## config.mk

```make
export PLATFORM = sky130hd
export DESIGN_NAME = uart_fifo_dma_request
export DESIGN_NICKNAME = d
export VERILOG_FILES = /design/src/hw/axil_reg_port.v /design/src/hw/rx_idle_timer.v /design/src/hw/uart_fifo_dma_request.v
export VERILOG_INCLUDE_DIRS = /design/src /design/src/hw
export SDC_FILE = /design/constraint.sdc
export NUM_CORES = 1
export LEC_CHECK = 0
export BUFFER_PORTS_ARGS = -buffer_cell sky130_fd_sc_hd__clkbuf_2
export CORE_UTILIZATION = 48
export DETAILED_ROUTE_END_ITERATION = 10
export GPL_ROUTABILITY_DRIVEN = 0
export GPL_TIMING_DRIVEN = 0
export PLACE_DENSITY = 0.8
export SLEW_MARGIN = 20
export SYNTH_ARGS = -nofsm -noshare
export SYNTH_HDL_FRONTEND = slang
export SYNTH_SLANG_ARGS = --single-unit
```

## constraint.sdc

```tcl
create_clock -name aclk -period 2.2 [get_ports aclk]
set_input_delay 0.22 -clock aclk [delete_from_list [all_inputs] [get_ports aclk]]
set_output_delay 0.22 -clock aclk [all_outputs]
set_load 0.03 [all_outputs]
```

## src/hw/uart_dma_consts.vh

```
`ifndef UART_DMA_CONSTS_VH
`define UART_DMA_CONSTS_VH

// ----------------------------------------
// Register word indices (byte address = 4 * index)
// ----------------------------------------
`define IDX_IER 4'h1
`define IDX_FCR 4'h2
`define IDX_STAT 4'h8
`define IDX_MASK 4'h9
`define IDX_DMA 4'hA

// ----------------------------------------
// Control field positions
// ----------------------------------------
`define FCR_EN 0
`define FCR_DMA 3
`define FCR_TXT_LO 4
`define FCR_TXT_HI 5
`define FCR_RXT_LO 6
`define FCR_RXT_HI 7
`define IER_RXDATA 0
`define IER_TXEMPTY 1

// ----------------------------------------
// Reset values
// ----------------------------------------
`define RST_SEL 2'h0
`define RST_IER 2'h0
`define RST_EV 3'h0

// ----------------------------------------
// Receive trigger levels and transmit thresholds
// ----------------------------------------
`define RXT16_3 7'h0E
`define RXT16_2 7'h08
`define RXT16_1 7'h04
`define RXT16_0 7'h01
`define RXT64_3 7'h3C
`define RXT64_2 7'h38
`define RXT64_1 7'h10
`define RXT64_0 7'h08
`define TXT_3 7'h38
`define TXT_2 7'h20
`define TXT_1 7'h10
`define TXT_0 7'h08
`define DEPTH_16 7'h10
`define DEPTH_64 7'h40

// ----------------------------------------
// Receive timeout: chars shift (x4) plus extra bit times
// ----------------------------------------
`define TO_CHAR_SHIFT 2
`define TO_EXTRA_BITS 7'h0C

// ----------------------------------------
// Ident codes, events, bus responses
// ----------------------------------------
`define IIR_NONE 4'h1
`define IIR_TIMEOUT 4'hC
`define IIR_RXDATA 4'h4
`define IIR_TXEMPTY 4'h2
`define EV_RXTRIG 0
`define EV_TIMEOUT 1
`define EV_TXREQ 2
`define RESP_OKAY 2'h0
`define RESP_SLVERR 2'h2

`endif

```

## src/hw/axil_reg_port.v

```verilog
`timescale 1ns/1ps
`include "uart_dma_consts.vh"

module axil_reg_port (
	input wire aclk,
	input wire aresetn,
	input wire clk_en,
	input wire [5:0] awaddr,
	input wire awvalid,
	output reg awready,
	input wire [31:0] wdata,
	input wire [3:0] wstrb,
	input wire wvalid,
	output reg wready,
	output reg [1:0] bresp,
	output reg bvalid,
	input wire bready,
	input wire [5:0] araddr,
	input wire arvalid,
	output reg arready,
	output reg [31:0] rdata,
	output reg [1:0] rresp,
	output reg rvalid,
	input wire rready,
	output wire wr_en,
	output wire [3:0] wr_idx,
	output wire [7:0] wr_data,
	output wire wr_lane0,
	input wire wr_err,
	output wire [3:0] rd_idx,
	input wire [31:0] rd_data,
	input wire rd_err
);

reg have_aw_r;
reg have_w_r;
reg [3:0] aw_idx_r;
reg [7:0] w_data_r;
reg w_lane0_r;

// Write fires once both halves are held
assign wr_en = clk_en & have_aw_r & have_w_r & ~bvalid;
assign wr_idx = aw_idx_r;
assign wr_data = w_data_r;
assign wr_lane0 = w_lane0_r;
assign rd_idx = araddr[5:2];

// Write channels, taken in either order
always @(posedge aclk) begin
	if (!aresetn) begin
		awready <= 1'b0;
		wready <= 1'b0;
		have_aw_r <= 1'b0;
		have_w_r <= 1'b0;
		aw_idx_r <= 4'h0;
		w_data_r <= 8'h00;
		w_lane0_r <= 1'b0;
		bvalid <= 1'b0;
		bresp <= `RESP_OKAY;
	end else if (clk_en) begin
		if (awvalid && awready) begin
			have_aw_r <= 1'b1;
			aw_idx_r <= awaddr[5:2];
			awready <= 1'b0;
		end else if (!have_aw_r && !bvalid) begin
			awready <= 1'b1;
		end
		if (wvalid && wready) begin
			have_w_r <= 1'b1;
			w_data_r <= wdata[7:0];
			w_lane0_r <= wstrb[0];
			wready <= 1'b0;
		end else if (!have_w_r && !bvalid) begin
			wready <= 1'b1;
		end
		if (wr_en) begin
			have_aw_r <= 1'b0;
			have_w_r <= 1'b0;
			bvalid <= 1'b1;
			bresp <= wr_err ? `RESP_SLVERR : `RESP_OKAY;
		end else if (bvalid && bready) begin
			bvalid <= 1'b0;
		end
	end
end

// Read channel, data captured at the address handshake
always @(posedge aclk) begin
	if (!aresetn) begin
		arready <= 1'b0;
		rvalid <= 1'b0;
		rdata <= 32'h00000000;
		rresp <= `RESP_OKAY;
	end else if (clk_en) begin
		if (arvalid && arready) begin
			arready <= 1'b0;
			rvalid <= 1'b1;
			rdata <= rd_err ? 32'h00000000 : rd_data;
			rresp <= rd_err ? `RESP_SLVERR : `RESP_OKAY;
		end else if (rvalid && rready) begin
			rvalid <= 1'b0;
		end else if (!rvalid) begin
			arready <= 1'b1;
		end
	end
end

endmodule

```

## src/hw/rx_idle_timer.v

```verilog
`timescale 1ns/1ps
`include "uart_dma_consts.vh"

module rx_idle_timer (
	input wire aclk,
	input wire aresetn,
	input wire clk_en,
	input wire bit_tick,
	input wire [3:0] char_bits,
	input wire rx_held,
	input wire rx_activity,
	output reg timeout
);

reg [6:0] cnt_r;
wire [6:0] limit;

// Four character times plus twelve bit times
assign limit = ({3'h0, char_bits} << `TO_CHAR_SHIFT) + `TO_EXTRA_BITS;

// Counts bit times while data sits unread
always @(posedge aclk) begin
	if (!aresetn) begin
		cnt_r <= 7'h00;
		timeout <= 1'b0;
	end else if (clk_en) begin
		if (!rx_held || rx_activity) begin
			cnt_r <= 7'h00;
			timeout <= 1'b0;
		end else if (bit_tick && !timeout) begin
			if (cnt_r == limit - 7'h01) begin
				timeout <= 1'b1;
			end else begin
				cnt_r <= cnt_r + 7'h01;
			end
		end
	end
end

endmodule

```

## src/hw/uart_fifo_dma_request.v

```verilog
`timescale 1ns/1ps
`include "uart_dma_consts.vh"

module uart_fifo_dma_request #(
	parameter DEEP64 = 0
) (
	input wire aclk,
	input wire aresetn,
	input wire clk_en,
	input wire [5:0] s_axi_awaddr,
	input wire s_axi_awvalid,
	output wire s_axi_awready,
	input wire [31:0] s_axi_wdata,
	input wire [3:0] s_axi_wstrb,
	input wire s_axi_wvalid,
	output wire s_axi_wready,
	output wire [1:0] s_axi_bresp,
	output wire s_axi_bvalid,
	input wire s_axi_bready,
	input wire [5:0] s_axi_araddr,
	input wire s_axi_arvalid,
	output wire s_axi_arready,
	output wire [31:0] s_axi_rdata,
	output wire [1:0] s_axi_rresp,
	output wire s_axi_rvalid,
	input wire s_axi_rready,
	input wire [6:0] rx_count,
	input wire [6:0] tx_count,
	input wire rx_push,
	input wire rx_pop,
	input wire bit_tick,
	input wire [3:0] char_bits,
	output reg rx_dma_request_n,
	output reg tx_dma_request_n,
	output reg rx_data_avail_int,
	output reg fifo_enable,
	output reg irq
);

// ----------------------------------------
// Level lookups
// ----------------------------------------

// Receive trigger level per variant
function [6:0] rx_level;
	input [1:0] sel;
	input deep;
	begin
		case ({deep, sel})
		3'h0: rx_level = `RXT16_0;
		3'h1: rx_level = `RXT16_1;
		3'h2: rx_level = `RXT16_2;
		3'h3: rx_level = `RXT16_3;
		3'h4: rx_level = `RXT64_0;
		3'h5: rx_level = `RXT64_1;
		3'h6: rx_level = `RXT64_2;
		default: rx_level = `RXT64_3;
		endcase
	end
endfunction

// Transmit empty-space threshold, deep variant only
function [6:0] tx_level;
	input [1:0] sel;
	begin
		case (sel)
		2'h0: tx_level = `TXT_0;
		2'h1: tx_level = `TXT_1;
		2'h2: tx_level = `TXT_2;
		default: tx_level = `TXT_3;
		endcase
	end
endfunction

// ----------------------------------------
// State
// ----------------------------------------
reg dma_mode_r;
reg [1:0] rx_sel_r;
reg [1:0] tx_sel_r;
reg [1:0] ier_r;
reg [2:0] stat_r;
reg [2:0] mask_r;
reg rx_burst_r;
reg tx_burst_r;
reg trig_seen_r;
reg to_seen_r;
reg rx_burst_nxt;
reg tx_burst_nxt;
reg [2:0] stat_nxt;
reg [31:0] rd_data;
reg rd_err;
reg [3:0] ident;

wire wr_en;
wire [3:0] wr_idx;
wire [7:0] wr_data;
wire wr_lane0;
wire [3:0] rd_idx;
wire wr_err;
wire rx_timeout;
wire rx_held = rx_count != 7'h00;

// ----------------------------------------
// Bus port and timeout timer
// ----------------------------------------
axil_reg_port u_port (
	.aclk(aclk),
	.aresetn(aresetn),
	.clk_en(clk_en),
	.awaddr(s_axi_awaddr),
	.awvalid(s_axi_awvalid),
	.awready(s_axi_awready),
	.wdata(s_axi_wdata),
	.wstrb(s_axi_wstrb),
	.wvalid(s_axi_wvalid),
	.wready(s_axi_wready),
	.bresp(s_axi_bresp),
	.bvalid(s_axi_bvalid),
	.bready(s_axi_bready),
	.araddr(s_axi_araddr),
	.arvalid(s_axi_arvalid),
	.arready(s_axi_arready),
	.rdata(s_axi_rdata),
	.rresp(s_axi_rresp),
	.rvalid(s_axi_rvalid),
	.rready(s_axi_rready),
	.wr_en(wr_en),
	.wr_idx(wr_idx),
	.wr_data(wr_data),
	.wr_lane0(wr_lane0),
	.wr_err(wr_err),
	.rd_idx(rd_idx),
	.rd_data(rd_data),
	.rd_err(rd_err)
);

rx_idle_timer u_timer (
	.aclk(aclk),
	.aresetn(aresetn),
	.clk_en(clk_en),
	.bit_tick(bit_tick),
	.char_bits(char_bits),
	.rx_held(rx_held),
	.rx_activity(rx_push | rx_pop),
	.timeout(rx_timeout)
);

// ----------------------------------------
// Level and threshold comparisons
// ----------------------------------------
wire mode1 = fifo_enable & dma_mode_r;
wire [6:0] depth = DEEP64 ? `DEPTH_64 : `DEPTH_16;
wire [6:0] rx_trig = fifo_enable ? rx_level(rx_sel_r, DEEP64 != 0) : `RXT16_0;
wire rx_at_trig = rx_count >= rx_trig;
wire tx_empty = tx_count == 7'h00;
wire tx_full = tx_count >= depth;
wire [6:0] tx_space = depth - tx_count;
wire tx_open = DEEP64 ? (tx_space > tx_level(tx_sel_r)) : tx_empty;
wire rx_req = mode1 ? rx_burst_nxt : rx_held;
wire tx_req = mode1 ? tx_burst_nxt : tx_empty;
wire [2:0] events;
wire fcr_wr = wr_en & wr_lane0 & (wr_idx == `IDX_FCR);

assign events[`EV_RXTRIG] = rx_at_trig & ~trig_seen_r;
assign events[`EV_TIMEOUT] = rx_timeout & ~to_seen_r;
assign events[`EV_TXREQ] = tx_req & tx_dma_request_n;
assign wr_err = (wr_idx != `IDX_IER) && (wr_idx != `IDX_FCR) &&
	(wr_idx != `IDX_STAT) && (wr_idx != `IDX_MASK);

// Burst request latches for mode 1
always @* begin
	rx_burst_nxt = rx_burst_r;
	tx_burst_nxt = tx_burst_r;
	if (!mode1) begin
		rx_burst_nxt = 1'b0;
		tx_burst_nxt = 1'b0;
	end else begin
		if (!rx_held) begin
			rx_burst_nxt = 1'b0;
		end else if (rx_count == rx_trig || rx_timeout) begin
			rx_burst_nxt = 1'b1;
		end
		if (tx_full) begin
			tx_burst_nxt = 1'b0;
		end else if (tx_open) begin
			tx_burst_nxt = 1'b1;
		end
	end
end

// Sticky status: a new event wins over write-one-to-clear
always @* begin
	stat_nxt = stat_r;
	if (wr_en && wr_lane0 && wr_idx == `IDX_STAT) begin
		stat_nxt = stat_r & ~wr_data[2:0];
	end
	stat_nxt = stat_nxt | events;
end

// Interrupt ident value returned at the control address
always @* begin
	if (rx_timeout && ier_r[`IER_RXDATA]) begin
		ident = `IIR_TIMEOUT;
	end else if (rx_data_avail_int) begin
		ident = `IIR_RXDATA;
	end else if (tx_empty && ier_r[`IER_TXEMPTY]) begin
		ident = `IIR_TXEMPTY;
	end else begin
		ident = `IIR_NONE;
	end
end

// Read decode; of the control register only the enable bit reads back, twice, at bits 7:6
always @* begin
	rd_err = 1'b0;
	case (rd_idx)
	`IDX_IER: rd_data = {30'h00000000, ier_r};
	`IDX_FCR: rd_data = {24'h000000, {2{fifo_enable}}, 2'h0, ident};
	`IDX_STAT: rd_data = {29'h00000000, stat_r};
	`IDX_MASK: rd_data = {29'h00000000, mask_r};
	`IDX_DMA: rd_data = {24'h000000, rx_count[5:0], tx_burst_r, rx_burst_r};
	default: begin
		rd_data = 32'h00000000;
		rd_err = 1'b1;
	end
	endcase
end

// ----------------------------------------
// Registers
// ----------------------------------------

// Software-visible control
always @(posedge aclk) begin
	if (!aresetn) begin
		fifo_enable <= 1'b0;
		dma_mode_r <= 1'b0;
		rx_sel_r <= `RST_SEL;
		tx_sel_r <= `RST_SEL;
		ier_r <= `RST_IER;
		mask_r <= `RST_EV;
	end else if (clk_en) begin
		if (fcr_wr) begin
			fifo_enable <= wr_data[`FCR_EN];
			if (fifo_enable && wr_data[`FCR_EN]) begin
				dma_mode_r <= wr_data[`FCR_DMA];
				rx_sel_r <= wr_data[`FCR_RXT_HI:`FCR_RXT_LO];
				if (DEEP64) begin
					tx_sel_r <= wr_data[`FCR_TXT_HI:`FCR_TXT_LO];
				end
			end
		end
		if (wr_en && wr_lane0 && wr_idx == `IDX_IER) begin
			ier_r <= wr_data[1:0];
		end
		if (wr_en && wr_lane0 && wr_idx == `IDX_MASK) begin
			mask_r <= wr_data[2:0];
		end
	end
end

// Request pins, interrupt flags and event edges
always @(posedge aclk) begin
	if (!aresetn) begin
		rx_burst_r <= 1'b0;
		tx_burst_r <= 1'b0;
		rx_dma_request_n <= 1'b1;
		tx_dma_request_n <= 1'b1;
		rx_data_avail_int <= 1'b0;
		trig_seen_r <= 1'b0;
		to_seen_r <= 1'b0;
		stat_r <= `RST_EV;
		irq <= 1'b0;
	end else if (clk_en) begin
		rx_burst_r <= rx_burst_nxt;
		tx_burst_r <= tx_burst_nxt;
		rx_dma_request_n <= ~rx_req;
		tx_dma_request_n <= ~tx_req;
		rx_data_avail_int <= ier_r[`IER_RXDATA] & rx_at_trig;
		trig_seen_r <= rx_at_trig;
		to_seen_r <= rx_timeout;
		stat_r <= stat_nxt;
		irq <= |(stat_nxt & mask_r);
	end
end

endmodule

```

==> results by group <==
Finish
  • Filler cell count: roughly 550
  • Fin cells: 510
  • Final core utilization: 60.69%
  • Area delta synth->final: 20.93%
  • Share of cells above drive strength 1: between 20% and 30%
  • # nets final: 517
  • Finished Cell Area: 3615 um^2
  • Number of antenna diodes: 0

Synth
  • Synthesized netlist cell count: 341
  • Post-Synthesis Cell Area: ~3000 um^2
  • Post-synth top area share: 37.51%
  • Top cells by area, synth: dfxtp_1 38%, mux2i_1 8.0%, buf_4 6.5%, nor2b_1 6.5%, nand2_1 4.4%
  • Post-synth cell types: 53
  • EDFF count, synth: 0
  • Synth async-reset ratio: 0%
  • Post-synth top cells: 56 x dfxtp_1, 35 x nand2_1, 31 x nor2b_1, 26 x buf_4, 24 x mux2i_1
  • Sequential fraction of the synthesis area: a little under two fifths
  • Yosys top cell by area: dfxtp_1
  • Synthesis-stage register bit count: 56
  • Ys flop type: dfxtp_1
  • Mean post-synth cell area: between 8 and 9 um^2
  • Syn. warnings: 0
  • Top-count cell post-synth: dfxtp_1

CTS
  • Sink Count: 56
  • CTS tree: done
  • Max Buffers Root-to-Sink: 2
  • Post-CTS Setup Repair Bufs: 0
  • CTS Hold Bufs: 0
  • CTS resizes: 2
  • Inserted Clock Buffers: 5
  • H-tree depth: 2
  • Clk slew on worst S/H paths: ~0.1 ns
  • Clk root buf: clkbuf_8
  • Skew-Pair Late Insertion Delay: 0.32 ns

Die
  • Die height: between 80 and 90 um
  • Starting Density: between 50% and 60%
  • Ports: 123
  • Die area: 6547 um^2
  • Core ar.: just under 6000 um^2
  • Chip width: ~81 um
  • Cell row count: 28

Timing
  • Tcrit/Tclk final: 94.88%
  • Least-Margin Pin Slew: 0.7792 ns
  • Hold Slack: roughly 0.15 ns
  • Final slew viol count: 0
  • # setup viols final: 0
  • Fmax: between 400 and 500 MHz
  • Final hold vios: 0
  • Final setup TNS: 0 ns
  • Final min period: 2.087 ns
  • Unrepaired setup endpoints after global routing: no
  • Worst slew margin: 47.32%
  • Clock Skew: 0.01090 ns

Global routing
  • First-pass GRT wire length: 11450 um
  • GRT Residual Overflow: 0
  • All-Layer GR Usage: approximately 23%
  • Largest net degree at the start of global routing: 18
  • Vias in the first global route: between 2000 and 2500
  • Initial antenna violation count: 0

Hold path
  • Hold EP: u_port.wr_data[6]$_SDFFE_PN0P_
  • Worst Hold Class: in2reg
  • Hold_sp: s_axi_wdata[6]
  • Worst Hold Depth: 3

Critical path
  • Worst-path maximum fanout: 9
  • Worst R2R Setup Slack: 0.11 ns
  • Critical Path Sink Type: register
  • RR Endpoint: stat_r[0]$_SDFFE_PN0P_
  • Critical R2R Launch: fifo_enable$_SDFFE_PN0P_
  • Type of origin of the critical path: register
  • Kind of critical path: reg2reg
  • Worst R2R Path Depth: 9
  • WP data required: 2.39 ns
  • Critical Path AT: 2.28 ns

Power
  • Peak VDD IR: approximately 0.3 mV
  • Internal power: around 1.5 mW
  • Clock group share of total power: 33.1%
  • Sw Share: around 27%
  • Power Density: between 500 and 600 nW/um^2
  • Sequential Power Share: about half
  • Static Leakage: 1.593 nW
  • Combinational share of power: roughly 16%
  • Switch Pwr: between 0.5 and 0.6 mW

Placed design
  • Placed instance area: 3483 um^2
  • Placed cell count: between 500 and 600
  • Hpwl dp: 5342 um
  • IO buf count: approximately 60

Run
  • Max Cap Viol: 0

Routing
  • WL/cell: about 13 um
  • DRC: 0
  • Via count: approximately 2700
  • Antenna-violating nets left: 0
  • Final wirelength: approximately 6900 um
  • DR vias/cell: 5.245
  • 1st-pass router iterations: 4
  • 1st-iter DRT viols: roughly 150

Run status
  • Outcome: complete, no violations
[metrics by stage]
stage | total power, mW | worst slack [ns]
floorplan | 1.299 | 0.03471
global placement | 1.386 | 0.06105
detailed placement | 1.393 | -0.04472
CTS | 2.059 | 0.05489
global route | 2.141 | 0.006723
finish | 2.056 | 0.1126
[area by class of cell]
type | count | area (um^2) | share of cell area, %
Tap cell | 75 | 93.84 | 2.596
Buffer | 39 | 249.0 | 6.888
Clock inverter | 3 | 42.54 | 1.177
Clock buffer | 5 | 68.82 | 1.904
Timing Repair Buffer | 61 | 305.3 | 8.446
Inverter | 8 | 30.03 | 0.8307
Sequential cell | 56 | 1121 | 31.01
Multi-Input combinational cell | 263 | 1704 | 47.14
[kinds of logic after synthesis]
family                   after synthesis  synth area share, %
AND/OR/NAND/NOR                      129                23.48
AO/OA/AOI/OAI                         70                16.79
flip-flops                            56                37.51
buffers and inverters                 47                9.209
multiplexers                          24                8.037
XOR/XNOR                               8                2.344
adder cells (fa/ha/maj)                6                2.511
other                                  1               0.1255
[placed cells by master, fill, tap and decap left out, drive strengths merged, types with 6 or more instances in the layout]
cell type | synthesis | final
dfxtp | 56 | 56
nor2 | 12 | 12
mux2i | 24 | 24
nor3 | 6 | 6
inv | 8 | 8
nand2 | 35 | 35
nor2b | 31 | 31
ha | 6 | 6
o21ai | 12 | 12
a21oi | 17 | 17
conb | 1 | 26
a21boi | 7 | 7
clkbuf | 12 | 78
nand2b | 7 | 7
buf | 27 | 27
nand3 | 14 | 14
[critical path: stages (launching register included)]
cell and delay [ns]:
dfxtp_1 0.34, clkbuf_4 0.20, o21ai_0 0.11, ha_1 0.30, nand2b_1 0.15, a21o_1 0.18, a21o_1 0.20, a21oi_4 0.19
a2bb2oi_2 0.20, a21oi_1 0.09
[sequential cells by signal (all words and copies together), names as in the netlist, 2 cells and up]
| name | flops |
|---|---|
| u_port.rdata | 8 |
| ier_r | 2 |
| mask_r | 3 |
| u_port.wr_data | 6 |
| stat_r | 3 |
| u_port.wr_idx | 4 |
| rx_sel_r | 2 |
| u_timer.cnt_r | 7 |
[power by group through the flow]
| stage | clock [mW] | combinational (mW) | sequential [mW] |
|---|---|---|---|
| floorplan | 0 | 0.207 | 1.09 |
| global placement | 0 | 0.312 | 1.07 |
| detailed placement | 0 | 0.318 | 1.07 |
| CTS | 0.685 | 0.321 | 1.05 |
| global route | 0.732 | 0.353 | 1.06 |
| finish | 0.680 | 0.323 | 1.05 |
[routing by layer]
metal	share of wire (%)	vias up	global-route usage (%)
met4	1.8	0	8.036
met1	44	1223	27.85
li1	-	1347	-
met2	48	89	38.66
met5	0	-	0
met3	5.8	16	5.056
[worst max path at each step]
stage / startpoint / endpoint / slack (ns) / cells past startpoint
final: fifo_enable$_SDFFE_PN0P_ / stat_r[0]$_SDFFE_PN0P_ / 0.11 / 9
after global routing: fifo_enable$_SDFFE_PN0P_ / stat_r[0]$_SDFFE_PN0P_ / 0.007 / 9
after CTS: fifo_enable$_SDFFE_PN0P_ / stat_r[0]$_SDFFE_PN0P_ / 0.05 / 9
after detailed placement: fifo_enable$_SDFFE_PN0P_ / stat_r[0]$_SDFFE_PN0P_ / -0.04 / 9
after global placement: fifo_enable$_SDFFE_PN0P_ / stat_r[0]$_SDFFE_PN0P_ / 0.06 / 9
after floorplan: fifo_enable$_SDFFE_PN0P_ / stat_r[0]$_SDFFE_PN0P_ / 0.03 / 9
Power figures use the tool's default switching activity.
